===== src/ebls_consts.svh =====
`ifndef EBLS_CONSTS_SVH
`define EBLS_CONSTS_SVH
`define EBLS_LANES 4
`define EBLS_OWNER_STATIC 1'b0
`define EBLS_OWNER_SDRAM 1'b1
`define EBLS_STROBE_IDLE 4'hf
`define EBLS_ADDR_LO_RESET 2'h0
`define EBLS_PIN_IDLE 1'b1
`define EBLS_ADDR_PIN_RESET 1'b0
`endif


===== src/ebls_pkg.sv =====
package ebls_pkg;
  typedef enum logic [1:0] {
    EBLS_WIDTH_8,
    EBLS_WIDTH_16,
    EBLS_WIDTH_32
  } ebls_width_e;
  typedef enum logic {
    EBLS_MODE_WRITE_STROBE,
    EBLS_MODE_BYTE_SELECT
  } ebls_mode_e;
  typedef enum logic {
    EBLS_OWN_STATIC,
    EBLS_OWN_SDRAM
  } ebls_owner_e;
endpackage


===== src/ebls_lane_decode.sv =====
`include "ebls_consts.svh"
module ebls_lane_decode
  import ebls_pkg::*;
#(
  parameter int LANES = `EBLS_LANES
) (
  input wire logic [LANES-1:0] laneEnable,
  input wire logic accessActive,
  input wire logic writeAccess,
  input wire ebls_mode_e strobeMode,
  output logic [LANES-1:0] writeStrobeN,
  output logic [LANES-1:0] byteSelectN
);
  // one generate per lane so each lane pin sees only its own enable
  for (genvar lane = 0; lane < LANES; lane++) begin : gLane
    always_comb begin
      writeStrobeN[lane] = 1'b1;
      byteSelectN[lane] = 1'b1;
      if (accessActive) begin
        if (strobeMode == EBLS_MODE_WRITE_STROBE) begin
          writeStrobeN[lane] = ~(writeAccess & laneEnable[lane]);
        end else begin
          byteSelectN[lane] = ~laneEnable[lane];
        end
      end
    end
  end
endmodule


===== src/ebls_strobe_mux.sv =====
`include "ebls_consts.svh"
// Summary of operation
// - two 8-bit parts: lane1 strobe for upper byte, lane0 strobe for lower byte only
// - four 8-bit parts: write strobe x asserted only when byte lane x is written
// - byte-select mode: select 0 and 1 qualify low and high bytes of lower half
// - byte-select mode: select 2 and 3 qualify low and high bytes of upper half
// - owner bit hands shared chip select one to static (0) or SDRAM (1) controller
module ebls_strobe_mux
  import ebls_pkg::*;
#(
  parameter int LANES = `EBLS_LANES
) (
  input wire logic clk,
  input wire logic sys_rst,
  input wire ebls_width_e busWidth,
  input wire ebls_mode_e strobeMode,
  input wire logic csOneOwnerSelect,
  input wire logic staticAccess,
  input wire logic staticWrite,
  input wire logic [LANES-1:0] staticByteEnable,
  input wire logic [1:0] staticAddrLow,
  input wire logic staticCsOneN,
  input wire logic sdramAccess,
  input wire logic [LANES-1:0] sdramDqmN,
  input wire logic sdramCsN,
  output logic write_strobe_lane0_n,
  output logic write_strobe_lane1_n,
  output logic write_strobe_lane2_n,
  output logic write_strobe_lane3_n,
  output logic byte_select_lane0_n,
  output logic byte_select_lane1_n,
  output logic byte_select_lane2_n,
  output logic byte_select_lane3_n,
  output logic shared_chip_select_one_n,
  output logic addrLowOut0,
  output logic addrLowOut1
);
  // the pin list below is fixed at four lanes, so other counts cannot be served
  initial begin
    if (LANES != 4) begin
      $error("ebls_strobe_mux serves exactly four byte lanes");
    end
  end

  logic [LANES-1:0] laneEnable;
  logic [LANES-1:0] wrN;
  logic [LANES-1:0] bsN;
  logic staticOwnsAccess;
  ebls_owner_e csOneOwner;
  logic [LANES-1:0] wr_d;
  logic [LANES-1:0] bs_d;
  logic csOne_d;
  logic [1:0] addr_d;

  // narrow buses use only the low lanes; upper lanes never assert there
  always_comb begin
    laneEnable = '0;
    unique case (busWidth)
      EBLS_WIDTH_8: begin
        laneEnable[0] = staticByteEnable[0];
      end
      EBLS_WIDTH_16: begin
        laneEnable[1:0] = staticByteEnable[1:0];
      end
      EBLS_WIDTH_32: begin
        laneEnable = staticByteEnable;
      end
      default: begin
        laneEnable = '0;
      end
    endcase
  end

  // static controller owns the pins unless the SDRAM controller has the access
  assign staticOwnsAccess = staticAccess & ~sdramAccess;

  // decode serves static accesses only; SDRAM masks bypass it
  ebls_lane_decode #(
    .LANES(LANES)
  ) uDecode (
    .laneEnable(laneEnable),
    .accessActive(staticOwnsAccess),
    .writeAccess(staticWrite),
    .strobeMode(strobeMode),
    .writeStrobeN(wrN),
    .byteSelectN(bsN)
  );

  // write strobes stay idle whenever the SDRAM controller holds the bus
  always_comb begin
    wr_d = `EBLS_STROBE_IDLE;
    if (staticOwnsAccess) begin
      wr_d = wrN;
    end
  end

  // SDRAM byte masks ride on the byte-select pins during its access
  always_comb begin
    bs_d = `EBLS_STROBE_IDLE;
    if (sdramAccess) begin
      bs_d = sdramDqmN;
    end else if (staticOwnsAccess) begin
      bs_d = bsN;
    end
  end

  // an 8-bit device needs both low address bits on the shared pins
  always_comb begin
    addr_d = `EBLS_ADDR_LO_RESET;
    if (staticOwnsAccess && busWidth == EBLS_WIDTH_8) begin
      addr_d = staticAddrLow;
    end
  end

  assign csOneOwner = (csOneOwnerSelect == `EBLS_OWNER_SDRAM) ? EBLS_OWN_SDRAM : EBLS_OWN_STATIC;

  // select one follows its owner even between accesses
  always_comb begin
    unique case (csOneOwner)
      EBLS_OWN_SDRAM: begin
        csOne_d = sdramCsN;
      end
      EBLS_OWN_STATIC: begin
        csOne_d = staticCsOneN;
      end
    endcase
  end

  // every pin leaves a flop so owner switches cannot glitch the parts
  always_ff @(posedge clk or posedge sys_rst) begin
    if (sys_rst) begin
      write_strobe_lane0_n <= `EBLS_PIN_IDLE;
    end else begin
      write_strobe_lane0_n <= wr_d[0];
    end
  end

  always_ff @(posedge clk or posedge sys_rst) begin
    if (sys_rst) begin
      write_strobe_lane1_n <= `EBLS_PIN_IDLE;
    end else begin
      write_strobe_lane1_n <= wr_d[1];
    end
  end

  always_ff @(posedge clk or posedge sys_rst) begin
    if (sys_rst) begin
      write_strobe_lane2_n <= `EBLS_PIN_IDLE;
    end else begin
      write_strobe_lane2_n <= wr_d[2];
    end
  end

  always_ff @(posedge clk or posedge sys_rst) begin
    if (sys_rst) begin
      write_strobe_lane3_n <= `EBLS_PIN_IDLE;
    end else begin
      write_strobe_lane3_n <= wr_d[3];
    end
  end

  // byte selects also carry the SDRAM masks
  always_ff @(posedge clk or posedge sys_rst) begin
    if (sys_rst) begin
      byte_select_lane0_n <= `EBLS_PIN_IDLE;
    end else begin
      byte_select_lane0_n <= bs_d[0];
    end
  end

  always_ff @(posedge clk or posedge sys_rst) begin
    if (sys_rst) begin
      byte_select_lane1_n <= `EBLS_PIN_IDLE;
    end else begin
      byte_select_lane1_n <= bs_d[1];
    end
  end

  always_ff @(posedge clk or posedge sys_rst) begin
    if (sys_rst) begin
      byte_select_lane2_n <= `EBLS_PIN_IDLE;
    end else begin
      byte_select_lane2_n <= bs_d[2];
    end
  end

  always_ff @(posedge clk or posedge sys_rst) begin
    if (sys_rst) begin
      byte_select_lane3_n <= `EBLS_PIN_IDLE;
    end else begin
      byte_select_lane3_n <= bs_d[3];
    end
  end

  // shared chip select parks high during reset
  always_ff @(posedge clk or posedge sys_rst) begin
    if (sys_rst) begin
      shared_chip_select_one_n <= `EBLS_PIN_IDLE;
    end else begin
      shared_chip_select_one_n <= csOne_d;
    end
  end

  // low address pins rest at zero outside 8-bit static accesses
  always_ff @(posedge clk or posedge sys_rst) begin
    if (sys_rst) begin
      addrLowOut0 <= `EBLS_ADDR_PIN_RESET;
    end else begin
      addrLowOut0 <= addr_d[0];
    end
  end

  always_ff @(posedge clk or posedge sys_rst) begin
    if (sys_rst) begin
      addrLowOut1 <= `EBLS_ADDR_PIN_RESET;
    end else begin
      addrLowOut1 <= addr_d[1];
    end
  end
endmodule


===== config.mk =====
export PLATFORM = sky130hd
export DESIGN_NAME = ebls_strobe_mux
export DESIGN_NICKNAME = d
export VERILOG_FILES = /design/src/ebls_pkg.sv /design/src/ebls_lane_decode.sv /design/src/ebls_strobe_mux.sv
export VERILOG_INCLUDE_DIRS = /design/src
export SDC_FILE = /design/constraint.sdc
export NUM_CORES = 1
export LEC_CHECK = 0
export BUFFER_PORTS_ARGS = -buffer_cell sky130_fd_sc_hd__buf_2
export CORE_MARGIN = 1.5
export CORE_UTILIZATION = 37
export CTS_CLUSTER_SIZE = 30
export DETAILED_ROUTE_END_ITERATION = 16
export GPL_TIMING_DRIVEN = 0
export PLACE_DENSITY = 0.71
export SETUP_SLACK_MARGIN = 0.05
export SLEW_MARGIN = 20
export SYNTH_ARGS = -nofsm -noshare
export SYNTH_HDL_FRONTEND = slang
export SYNTH_SLANG_ARGS = --single-unit

===== constraint.sdc =====
create_clock -name clk -period 0.8 [get_ports clk]
set_input_delay 0.16 -clock clk [delete_from_list [all_inputs] [get_ports clk]]
set_output_delay 0.16 -clock clk [all_outputs]
set_load 0.05 [all_outputs]

==> results by group <==
Status
  – Result of the run: finished, violations left
  – Failing checks: hold timing, setup timing

Place
  – I/O Buffers: 30
  – Setup WS pre-CTS: -273 ps
  – RePlAce Congestion: approximately 0.68
  – Sum of net half-perimeters after detailed placement: slightly below 800 um

Routing
  – DRC: 0
  – Uppermost signal routing layer after detailed routing: met4
  – DR WL/cell: ~11 um
  – Met2 routed wirelength: 520 um
  – Via-per-instance ratio: roughly 5
  – Routed met1 length: 355 um
  – Vias: 414
  – Met3 wire length: about 72 um
  – Post-detailed-routing wire length: 970 um
  – First drt pass iteration count: 4
  – Antenna-violating nets left: 0
  – Number of violations reported at the end of detailed-routing iteration 0: 7

Floorplan
  – Total number of placement rows: 13
  – Die width: 39.7 um
  – Area of the die: between 0.0015 and 0.002 mm^2
  – Number of primary I/O pins: 32
  – Die height: 39.7 um
  – Initial Utilization: 0.389
  – CORE AREA: approximately 0.0013 mm^2

Clock tree
  – Clock-pin slew of the registers on the worst-case setup and hold paths: 70 ps
  – # clock sinks: 11
  – Inserted Clock Buffers: 3
  – CTS tree: done
  – Root buffer selected by CTS: clkbuf_4
  – Number of levels in the clock H-tree: 1
  – Max clock buf depth: 2

STA
  – RSZ-0062 raised after global routing: true
  – Setup Viol. Count Final: 11
  – Count of pins over their slew limit: 0
  – Slew margin rel.: 0.737
  – Setup TNS after final layout: -3000 ps
  – Time the worst path needs with I/O delays and setup: 1110 ps
  – Final period utilization: 1.38
  – Final number of hold-violating endpoints: 2
  – Fmax: 905 MHz
  – Minimum hold slack: -134 ps
  – Slew at the pin closest to its max-slew limit: just under 400 ps
  – Setup slack after layout: -305 ps

Critical path
  – Maximum fanout along the worst path: 1
  – Required arrival time at the worst endpoint: about 640 ps
  – Worst endpoint data arrival time: between 900 and 1000 ps
  – Number of buffer and inverter instances along the worst setup path: 1
  – Type of destination of the critical path: output port
  – Family of cells with the greatest summed delay on the critical path: flip-flops
  – Critical-path cell list: buf_8
  – Critical path's largest stage delay: 540 ps
  – Standard cell with the maximum stage delay on the critical path: dfstp_2
  – Kind of critical path: reg -> out
  – Type of element launching the critical path: flip-flop

Power and ir drop
  – Part of the power in the clock network: 0.297
  – Fraction of power consumed by combinational cells: 0.227
  – Internal Dissipation: 0.925 mW
  – Share of power burned in registers: 0.476
  – Switching power share of the total: 0.271
  – LEAKAGE: around 0.40 nW
  – Max rail drop VDD: 0.000824 V
  – Cell area power density: 1500 mW/mm^2
  – Switching power summed over all nets: 0.344 mW

Global route
  – Antenna violations before repair: 0
  – Global-route total usage across every layer: 0.157
  – Pin count of the biggest net entering global routing: 12
  – Vias in the first global route: 362
  – Remaining global-route overflow: 0
  – First-pass GRT wire length: 1540 um

Yosys
  – Area of the mapped netlist: 499 um^2
  – Syn Nets: 60
  – Post-synthesis sequential area ratio: 0.574
  – Avg Inst Size Synth: approximately 14 um^2
  – Syn Inst Count: 36
  – Count of state elements after synthesis: 11
  – Yosys warning total: 0
  – Number of distinct library cells after synthesis: 14

Final layout
  – Utilization after layout: 0.656
  – Diodes inserted: 0
  – Syn-to-layout area delta: 68.9%
  – Final layout net count: 95
  – Most frequent cells in the layout: 17 x buf_2, 9 x dfstp_2, 9 x buf_8
  – Most frequent standard cell in the layout excluding fill and tap cells: buf_2
  – Share of layout cells above drive strength 1: 0.757
  – Layout fillers: 102

Min path
  – Class of the tightest hold or removal check: in -> async

Flow run
  – Max_cap viols: 0
## worst paths after layout
kind | startpoint | endpoint | cells after the start
max in group asynchronous | sys_rst | byte_select_lane3_n$_DFF_PP1_ | 2
min in group clk | staticByteEnable[0] | write_strobe_lane0_n$_DFF_PP1_ | 2
hold / removal | sys_rst | addrLowOut1$_DFF_PP0_ | 2
setup / recovery | byte_select_lane0_n$_DFF_PP1_ | byte_select_lane0_n | 1
## cells by family after synthesis
group,synth area share
AND/OR/NAND/NOR,0.193
flip-flops,0.574
multiplexers,0.113
buffers and inverters,0.0451
adder cells (fa/ha/maj),0.0752
## registers in the layout, summed over array words and instances (netlist names)
register	cells
byte_select_lane1_n	1
write_strobe_lane1_n	1
write_strobe_lane2_n	1
addrLowOut0	1
shared_chip_select_one_n	1
write_strobe_lane3_n	1
addrLowOut1	1
byte_select_lane2_n	1
byte_select_lane0_n	1
write_strobe_lane0_n	1
byte_select_lane3_n	1
## power groups by stage
| stage | Combinational (mW) | Clock [mW] | Sequential (mW) |
|---|---|---|---|
| global route | 0.309 | 0.409 | 0.606 |
| CTS | 0.283 | 0.388 | 0.604 |
| finish | 0.288 | 0.376 | 0.604 |
| detailed placement | 0.241 | 0 | 0.604 |
| floorplan | 0.0734 | 0 | 0.682 |
| global placement | 0.237 | 0 | 0.603 |
## what timing repair did
| action | 4_1_cts | 5_1_grt |
|---|---|---|
| cloned | 0 | 0 |
| hold endpoints to repair | 2 | 2 |
| resized for setup | 31 | 5 |
| endpoints found under the setup margin | 13 | 12 |
| buffers inserted | 0 | 0 |
## metrics by stage
stage	instance area, um^2	hold WS, ps	power (mW)	std cells
2_1_floorplan	531	6.00	0.756	36
3_3_place_gp	699	153	0.840	81
3_5_place_dp	699	163	0.845	81
4_1_cts	826	-126	1.27	85
5_1_grt	843	-113	1.32	85
6_report	843	-134	1.27	85
## per-layer routing
layer	track usage	vias to the layer above
li1	-	199
met1	0.180	185
met2	0.246	26
met3	0.0341	4
met4	0.129	0
met5	0	-
## synthesized netlist by cell type
master	instances	area share
and3_1	2	0.025
and4b_1	1	0.020
and4bb_2	1	0.025
buf_6	1	0.023
dfrtp_1	2	0.10
dfstp_2	9	0.47
ha_1	3	0.075
inv_1	3	0.023
mux2_2	5	0.11
nand3_1	1	0.010
nand3b_1	3	0.045
nand4_1	3	0.038
nand4b_1	1	0.018
nor2b_1	1	0.013
## cell type report
cell class                 instances  area [um^2]  area share
clock buffer                       4         26.3      0.0312
multi-input combinational         21          213       0.252
sequential                        11          287       0.340
timing repair buffer              30          262       0.310
inverter                           3         26.3      0.0312
tap                               15         18.8      0.0223
buffer                             1         11.3      0.0134
No activity file was read; power rests on OpenSTA's default activity.
